[config.mk]
export PLATFORM = sky130hd
export DESIGN_NAME = tccg_timer
export DESIGN_NICKNAME = d
export VERILOG_FILES = /design/src/rtl/tccg_pkg.sv /design/src/rtl/tccg_timer.sv
export VERILOG_INCLUDE_DIRS = /design/src /design/src/rtl
export SDC_FILE = /design/constraint.sdc
export NUM_CORES = 1
export LEC_CHECK = 0
export BUFFER_PORTS_ARGS = -buffer_cell sky130_fd_sc_hd__buf_4
export CAP_MARGIN = 20
export CORE_UTILIZATION = 45
export CTS_CLUSTER_DIAMETER = 120
export CTS_CLUSTER_SIZE = 12
export DETAILED_ROUTE_END_ITERATION = 8
export GPL_ROUTABILITY_DRIVEN = 0
export PLACE_DENSITY_LB_ADDON = 0.25
export SLEW_MARGIN = 10
export SYNTH_ARGS = -nofsm -noshare
export SYNTH_HDL_FRONTEND = slang
export SYNTH_SLANG_ARGS = --single-unit
[constraint.sdc]
create_clock -name mclk_in -period 4.8 [get_ports mclk_in]
set_input_delay 1.44 -clock mclk_in [delete_from_list [all_inputs] [get_ports mclk_in]]
set_output_delay 1.44 -clock mclk_in [all_outputs]
set_load 0.02 [all_outputs]
[src/rtl/tccg_regs.svh]
// Constants for the capture/compare/gated timer block
`ifndef TCCG_REGS_SVH
`define TCCG_REGS_SVH
`define TCCG_RESTART_COUNT 16'h0001
`define TCCG_ZERO_COUNT 16'h0000
`define TCCG_MODE_ONE_SHOT 4'h0
`define TCCG_MODE_CAPTURE 4'h4
`define TCCG_MODE_COMPARE 4'h5
`define TCCG_MODE_GATED 4'h6
`define TCCG_MODE_CAPCMP 4'h7
`define TCCG_MODE_CAP_RESTART 4'hA
`define TCCG_IRQ_INPUT_ONLY 2'h2
`define TCCG_IRQ_RELOAD_ONLY 2'h3
`define TCCG_PRES_RESET 3'h0
`endif

[src/rtl/tccg_pkg.sv]
// Types for the capture/compare/gated timer block
package tccg_pkg;
    typedef enum logic [2:0] {
        TCCG_OFF, TCCG_CAPTURE, TCCG_CAP_RESTART, TCCG_COMPARE, TCCG_GATED, TCCG_CAPCMP
    } tccg_mode_t;
endpackage

[src/rtl/tccg_timer.sv]
// Timer core with capture, capture restart, compare, gated and capture/compare modes
`timescale 1ns/1ps
`include "tccg_regs.svh"
module tccg_timer (
    input wire logic mclk_in,
    input wire logic nrst_in,
    input wire logic enable_in,
    input wire logic [3:0] mode_select_field_in,
    input wire logic mode_select_top_bit_in,
    input wire logic edge_level_polarity_in,
    input wire logic [1:0] irq_source_select_in,
    input wire logic [2:0] prescale_in,
    input wire logic [15:0] reload_value_in,
    input wire logic count_load_in,
    input wire logic [15:0] count_load_value_in,
    input wire logic capture_clear_in,
    input wire logic output_enable_in,
    input wire logic timer_input_in,
    output logic [15:0] count_out,
    output logic [15:0] capture_value_out,
    output logic capture_cause_flag_out,
    output logic irq_out,
    output logic timer_output_out
);
    import tccg_pkg::*;

    logic in_sync1_reg, in_sync2_reg, in_prev_reg;
    logic [6:0] pres_reg;
    logic [15:0] count_reg;
    logic [15:0] capture_reg;
    logic flag_reg;
    logic irq_reg;
    logic out_reg;
    logic started_reg;
    logic tick, rise, fall, sel_edge, active, leave_active;
    logic reached, input_evt, reload_evt, input_irq, reload_irq;
    logic [6:0] pres_next;
    logic [15:0] count_next;
    logic [15:0] capture_next;
    logic flag_next, irq_next, out_next, started_next, capture_evt;
    tccg_mode_t mode;

    // Wraps through FFFFH to 0000H by itself, which compare mode relies on
    function automatic logic [15:0] count_step(input logic [15:0] c);
        count_step = c + 16'h0001;
    endfunction

    function automatic logic irq_allowed(input logic [1:0] sel, input logic is_input);
        if (!sel[1]) begin
            irq_allowed = 1'b1;
        end else if (sel == `TCCG_IRQ_INPUT_ONLY) begin
            irq_allowed = is_input;
        end else begin
            irq_allowed = !is_input;
        end
    endfunction

    // Mode from top bit and field; settings are assumed stable while enabled
    always_comb begin
        unique case ({mode_select_top_bit_in, mode_select_field_in[2:0]})
            `TCCG_MODE_CAPTURE: mode = TCCG_CAPTURE;
            `TCCG_MODE_COMPARE: mode = TCCG_COMPARE;
            `TCCG_MODE_GATED: mode = TCCG_GATED;
            `TCCG_MODE_CAPCMP: mode = TCCG_CAPCMP;
            `TCCG_MODE_CAP_RESTART: mode = TCCG_CAP_RESTART;
            default: mode = TCCG_OFF;
        endcase
    end

    // Two flops before any edge logic looks at the pin
    always_ff @(posedge mclk_in or negedge nrst_in) begin
        if (!nrst_in) begin
            in_sync1_reg <= 1'b0;
            in_sync2_reg <= 1'b0;
            in_prev_reg <= 1'b0;
        end else begin
            in_sync1_reg <= timer_input_in;
            in_sync2_reg <= in_sync1_reg;
            in_prev_reg <= in_sync2_reg;
        end
    end

    assign rise = in_sync2_reg && !in_prev_reg;
    assign fall = !in_sync2_reg && in_prev_reg;
    assign sel_edge = edge_level_polarity_in ? fall : rise;
    assign active = edge_level_polarity_in ? !in_sync2_reg : in_sync2_reg;
    assign leave_active = edge_level_polarity_in ? rise : fall;

    // Prescaler divides by 2 to the power of prescale_in
    always_comb begin
        pres_next = pres_reg + 7'h01;
        if (!enable_in) begin
            pres_next = 7'h00;
        end
    end

    always_ff @(posedge mclk_in or negedge nrst_in) begin
        if (!nrst_in) begin
            pres_reg <= 7'h00;
        end else begin
            pres_reg <= pres_next;
        end
    end
    assign tick = enable_in && ((pres_reg & 7'((8'h01 << prescale_in) - 8'h01)) == 7'h00);

    assign reached = tick && (count_reg == reload_value_in);
    always_comb begin
        input_evt = 1'b0;
        reload_evt = 1'b0;
        if (enable_in) begin
            unique case (mode)
                TCCG_CAPTURE, TCCG_CAP_RESTART: begin
                    input_evt = sel_edge;
                    reload_evt = reached && !sel_edge;
                end
                TCCG_COMPARE: reload_evt = reached;
                TCCG_GATED: begin
                    input_evt = leave_active;
                    reload_evt = reached && active;
                end
                TCCG_CAPCMP: begin
                    input_evt = sel_edge && started_reg;
                    reload_evt = reached && started_reg && !sel_edge;
                end
                TCCG_OFF: ;
            endcase
        end
    end
    assign input_irq = input_evt;
    assign reload_irq = reload_evt;

    // Capture/compare run flag: first edge only starts the count
    always_comb begin
        started_next = started_reg;
        if (!enable_in || mode != TCCG_CAPCMP) begin
            started_next = 1'b0;
        end else if (sel_edge) begin
            started_next = 1'b1;
        end
    end

    always_ff @(posedge mclk_in or negedge nrst_in) begin
        if (!nrst_in) begin
            started_reg <= 1'b0;
        end else begin
            started_reg <= started_next;
        end
    end

    // Counter; restart value after each reset in capture restart, gated and capture/compare modes, so a loaded start count covers one pass
    always_comb begin
        count_next = count_reg;
        if (!enable_in) begin
            if (count_load_in) begin
                count_next = count_load_value_in;
            end
        end else begin
            unique case (mode)
                TCCG_CAPTURE: begin
                    if (tick) begin
                        count_next = count_step(count_reg);
                    end
                end
                TCCG_CAP_RESTART: begin
                    if (sel_edge || reached) begin
                        count_next = `TCCG_RESTART_COUNT;
                    end else if (tick) begin
                        count_next = count_step(count_reg);
                    end
                end
                TCCG_COMPARE: begin
                    if (tick) begin
                        count_next = count_step(count_reg);
                    end
                end
                TCCG_GATED: begin
                    if (tick && active) begin
                        count_next = reached ? `TCCG_RESTART_COUNT : count_step(count_reg);
                    end
                end
                TCCG_CAPCMP: begin
                    if (started_reg && (sel_edge || reached)) begin
                        count_next = `TCCG_RESTART_COUNT;
                    end else if (started_reg && tick) begin
                        count_next = count_step(count_reg);
                    end
                end
                TCCG_OFF: begin
                    count_next = count_reg;
                end
            endcase
        end
    end

    always_ff @(posedge mclk_in or negedge nrst_in) begin
        if (!nrst_in) begin
            count_reg <= `TCCG_ZERO_COUNT;
        end else begin
            count_reg <= count_next;
        end
    end

    // Gated deassertion interrupts but records nothing
    assign capture_evt = input_evt && (mode != TCCG_GATED);

    // Capture register; software zeroes it to tell reloads from captures, a capture beats a clear
    always_comb begin
        capture_next = capture_reg;
        if (capture_evt) begin
            capture_next = count_reg;
        end else if (capture_clear_in) begin
            capture_next = `TCCG_ZERO_COUNT;
        end
    end

    always_ff @(posedge mclk_in or negedge nrst_in) begin
        if (!nrst_in) begin
            capture_reg <= `TCCG_ZERO_COUNT;
        end else begin
            capture_reg <= capture_next;
        end
    end

    // Cause flag tracks the latest capture or reload, whether or not its interrupt is enabled
    always_comb begin
        flag_next = flag_reg;
        if (capture_evt) begin
            flag_next = 1'b1;
        end else if (reload_evt) begin
            flag_next = 1'b0;
        end
    end

    always_ff @(posedge mclk_in or negedge nrst_in) begin
        if (!nrst_in) begin
            flag_reg <= 1'b0;
        end else begin
            flag_reg <= flag_next;
        end
    end

    assign irq_next = (input_irq && irq_allowed(irq_source_select_in, 1'b1)) ||
        (reload_irq && irq_allowed(irq_source_select_in, 1'b0));

    always_ff @(posedge mclk_in or negedge nrst_in) begin
        if (!nrst_in) begin
            irq_reg <= 1'b0;
        end else begin
            irq_reg <= irq_next;
        end
    end

    // Output idles at polarity level while disabled
    always_comb begin
        out_next = out_reg;
        if (!enable_in) begin
            out_next = edge_level_polarity_in;
        end else if (output_enable_in && reload_evt && (mode == TCCG_COMPARE || mode == TCCG_GATED)) begin
            out_next = !out_reg;
        end
    end

    always_ff @(posedge mclk_in or negedge nrst_in) begin
        if (!nrst_in) begin
            out_reg <= 1'b0;
        end else begin
            out_reg <= out_next;
        end
    end

    assign count_out = count_reg;
    assign capture_value_out = capture_reg;
    assign capture_cause_flag_out = flag_reg;
    assign irq_out = irq_reg;
    assign timer_output_out = out_reg;
endmodule

* Word-level counts from Yosys, hierarchy flattened
Index checks and enable logic that the tools add are counted.
** Storage, ports and cells
- Bits in registers :: 46
- Output and inout bits :: 35
- Logic and storage cells :: 98
** Operators by class
- $add $sub $neg :: 3
- Eq/ne operators :: 18
- Shifts and indexed selects :: 1
- Multiplexer cells :: 30
- Bitwise logic cells :: 1
- Reduce and logical (&&, ||, !) cells :: 35
** Operator list (count)
- $mux W16 :: 10
- $pmux W16 S4 :: 1
- $logic_and A1 B1 Y1 :: 17
- $add A16 B1 Y16 const B :: 1
- $eq A16 B16 Y1 :: 1
- $eq A4 B3 Y1 const B :: 4
- $mux W1 :: 15
- $pmux W3 S5 :: 1
- $ne A3 B3 Y1 const B :: 3
- $reduce_bool A2 Y1 :: 4
- $add A7 B1 Y7 const B :: 1
- $and A7 B7 Y7 :: 1
- $logic_not A7 Y1 :: 1
- $mux W7 :: 1
- $shl A1 B3 Y7 const A :: 1
- $sub A7 B1 Y7 const B :: 1
- $eq A3 B2 Y1 const B :: 2
- $eq A3 B3 Y1 const B :: 2
- $logic_not A1 Y1 :: 5
- $eq A4 B4 Y1 const B :: 1
- $logic_or A1 B1 Y1 :: 4
- $ne A4 B4 Y1 const B :: 1
- $pmux W1 S4 :: 1
- $reduce_and A4 Y1 :: 1
- 7 further kinds :: 8

* Logic depth before layout (Yosys ltp)
- Word-level depth :: 14
- Mapped depth :: 9
- Depth with buffers taken out :: 7

* Worst setup path before layout
Ideal clock, no wire load.
- Kind :: in2reg
- From :: in mode_select_field_in[1]
- To :: reg capture_reg[14], in the netlist capture_value_out[14]
- Library setup time :: 128 ps
- Arrival time :: 3137 ps
- Data required time :: 4672 ps
- Slack :: 1535 ps
- Stages :: 7
- Path buffers :: 1
- Cell sequence :: or3b_1 > or2_4 > nand2_1 > o2111ai_1 > a21oi_4 > buf_6 > mux2_1
** On the way
- Word-level cells in the longest chain between the ends :: 8
- Elaborated cells between the ends (all ways) :: 17
- Those cells by class :: eq/ne (10); mux (4); reduce/logical (3)
** Ends and longest elaborated chain
- start: declaration :: RTL line tccg_timer.sv:8 : input wire logic [3:0] mode_select_field_in,
- $eq A4 B4 Y1 or $eq A4 B3 Y1 (tied branches) :: RTL line tccg_timer.sv:60 : unique case ({mode_select_top_bit_in, mode_select_field_in[2:0]})
- $pmux W3 S5 (*) :: RTL line tccg_timer.sv:60
- $eq A3 B2 Y1 or $eq A3 B1 Y1 (tied branches) :: RTL line tccg_timer.sv:111 : unique case (mode)
- $reduce_or A2 Y1 :: RTL line tccg_timer.sv:111
- $pmux W1 S3 :: RTL line tccg_timer.sv:111
- $mux W1 :: RTL line tccg_timer.sv:110 : if (enable_in) begin
- $logic_and A1 B1 Y1 (*) :: RTL line tccg_timer.sv:204 : assign capture_evt = input_evt && (mode != TCCG_GATED);
- $mux W16 or $reduce_bool A2 Y1 (tied branches)
- end signal: assignment :: RTL line tccg_timer.sv:218 : capture_reg <= `TCCG_ZERO_COUNT;
- end signal: assignment :: RTL line tccg_timer.sv:220 : capture_reg <= capture_next;
- end: declaration :: RTL line tccg_timer.sv:30 : logic [15:0] capture_reg;
Mark *: on every way between the ends. The rest lies on a longest branch, timed or not.
A chain may end at the register's enable or synchronous reset.

* Worst setup path after layout
- From :: in mode_select_field_in[1]
- To :: reg capture_reg[15], in the netlist capture_value_out[15]
Same word-level chain as after synthesis.

==> reports/qor.yml <==
yosys:
  synth.area.top_cells: "dfrtp_1, xnor2_1, nor2_1"
  synth_commonest_cells: "dfrtp_1, nor2_1, xnor2_1"
  ys_ff_latch: 46
  synth_top_cell_area_share_pct: 36.45
  avgSynthCellArea_um2: 9.234
  ys.warnings.count: 0
  synth_largest_area_cell: "dfrtp_1"
  yosysMostFrequentCell: "dfrtp_1"
  synth_cells: 342
  ys_seq_area_share_pct: 36.45
  synth_edf_count: 0
  netlist_area_um2: 3158
  syn_nets: 394
  synth_ff_type: "dfrtp_1"
  synth_cell_types: 69
  async_reset_ff_share_pct: 100.0
flow_run:
  cap_violations: 0
grt:
  grt_pass1_wl_um: 13290
  grt_pass1_vias: 2731
  overflow: 0
  grt_start_max_net_pins: 47
  grtUsageMet3_pct: 3.369
  grt_util_met2_pct: 36.87
  grt.busiest_layer: "met2"
  grt.total_usage_pct: 23.00
  antenna_found_initial: 0
  grt_use_met1_pct: 32.09
setup_path:
  cp_top_family: "compound AO/OA/AOI/OAI gates"
  crit_start: "mode_select_field_in[1]"
  worstSetupEndpoint: "capture_value_out[15]"
  max_stage_delay_ns: 0.63
  crit_buf_inv: 1
  r2r_start: "count_out[0]"
  crit_cells: 7
  crit_chain: "buf_4 -> or3b_1 -> or2_4 -> nand2_1 -> o2111ai_1 -> a21oi_4 -> mux2_2"
  reg2reg_depth: 7
  cp_max_fo: 17
  r2r_slack_ns: 2.14
  crit_path_end_kind: "register"
  crit_type: "input pin to register"
  cp.arrival_ns: 3.59
  cp_slowest_cell: "a21oi_4"
  rr_endpoint: "count_out[14]"
  critPathLaunchType: "input pin"
  worst_ep_required_time_ns: 4.99
die:
  die_w_um: 85.77
  core_area_um2: 6794
  die_area_um2: 7356
  ioPinCount: 85
  row_count: 30
  dieHeight_um: 85.77
  start_util_pct: 46.48
layout:
  antennaDiodeCount: 0
  fin_nets: 466
  areaGrowthSynthToFinish_pct: 24.05
  design_area_um2: 3918
  final_util_pct: 57.66
  drive_gt1_share_pct: 28.92
  fillers: 627
  regArea_um2: 1151
  multi_input_area_um2: 1857
clocking:
  clock_path_buffers: 2
  ctsResizeCount: 0
  clk_pin_slew_ns: 0.09
  hold_buffers: 0
  numClockSinks: 46
  htreeDepth: 2
  tritoncts: "built"
  clock_latency_ns: 0.30
  post_cts_buffers: 0
  numCtsBuffers: 5
  cts_root_buffer: "clkbuf_8"
power:
  leakage_nw: 1.728
  max-vdd-ir-drop_mv: 0.1399
  power_density_nw_per_um2: 292.5
  p_total_mw: 1.146
worst_hold_path:
  worstHoldPathType: "register to register"
  hold_start: "in_sync1_reg"
sta:
  setup_viol: 0
  report.final.hold_viol_count: 0
  timing.final.crit_share_pct: 70.85
  worst_slack_ns: 1.399
  maxSlewHeadroom_pct: 43.80
  tightestPinTransition_ns: 0.8430
  min_period_ns: 3.401
  slew_violations: 0
  max_freq_ghz: 0.2940
  rsz0062_at_grt: "no"
  tns_ns: 0
  finalClockSkew_ns: 0.006355
route:
  via_per_inst: 5.783
  ant_nets: 0
  firstDrtPassIters: 6
  via_count: 2955
  drt-initial-drc-count: 171
  drt-total-wl_um: 8225
  remaining_drc_errors: 1
  wl_per_cell_um: 16.10
placement:
  io_buffers: 83
  dpl_cell_area_um2: 3822
  dp_hpwl_um: 5965
  pre_cts_ws_ns: 1.086
outcome:
  violations: "design-rule violations"
  status: "complete, but fails checks"
[cell families after synthesis]
logic type                 count (synthesis)  synth area share (%)
AOI/OAI and AO/OA                         96                 23.77
xor gates and xnor gates                  22                 6.102
adders and majority gates                  2                0.7923
buffers and inverters                     34                 4.754
DFF                                       46                 36.45
muxes                                     16                 5.428
and+or+nand+nor                          126                 22.70
[cells in the final DEF (no fill, tap or decap), types with 7 or more instances in the layout]
| cell | count |
|---|---|
| a31oi_1 | 12 |
| xnor2_1 | 19 |
| nand4_1 | 8 |
| nand3_1 | 17 |
| dfrtp_1 | 46 |
| a21oi_1 | 17 |
| buf_4 | 86 |
| a32oi_1 | 7 |
| nor2_1 | 28 |
| nand2_1 | 15 |
| inv_1 | 13 |
| nor2b_1 | 15 |
| o21ai_1 | 10 |
| nand2b_1 | 10 |
| mux2i_1 | 7 |
[final cells by class]
type | count | area share, %
multi-input combinational | 262 | 47.40
sequential | 46 | 29.38
timing repair buffer | 86 | 16.48
tap | 96 | 3.066
clock buffer | 6 | 2.108
inverter | 13 | 1.246
clock inverter | 2 | 0.3194
[metal layers]
layer / part of all wire [%] / up-vias
met3: 6.1 / 13
li1: - / 1406
met1: 46 / 1431
met4: 1.5 / 0
met5: 0 / -
met2: 46 / 105
[power breakdown]
group | switching, mW | internal [mW]
combinational | 0.200 | 0.172
clock | 0.137 | 0.116
sequential | 0.0929 | 0.427
[worst min path at each step]
| stage | slack (ns) | end | depth (start not counted) |
|---|---|---|---|
| 3_5_place_dp | 0.34 | in_sync2_reg | 0 |
| 3_3_place_gp | 0.34 | in_sync2_reg | 0 |
| 4_1_cts | 0.36 | in_sync2_reg | 0 |
| 2_1_floorplan | 0.33 | in_sync2_reg | 0 |
| 6_report | 0.35 | in_sync2_reg | 0 |
| 5_1_grt | 0.37 | in_sync2_reg | 0 |
[metrics by stage]
| stage | std cells | hold slack (ns) |
|---|---|---|
| floorplan | 342 | 0.3312 |
| global placement | 503 | 0.3360 |
| detailed placement | 503 | 0.3356 |
| CTS | 511 | 0.3568 |
| global route | 511 | 0.3689 |
| finish | 511 | 0.3534 |
No activity file was read; power rests on OpenSTA's default activity.
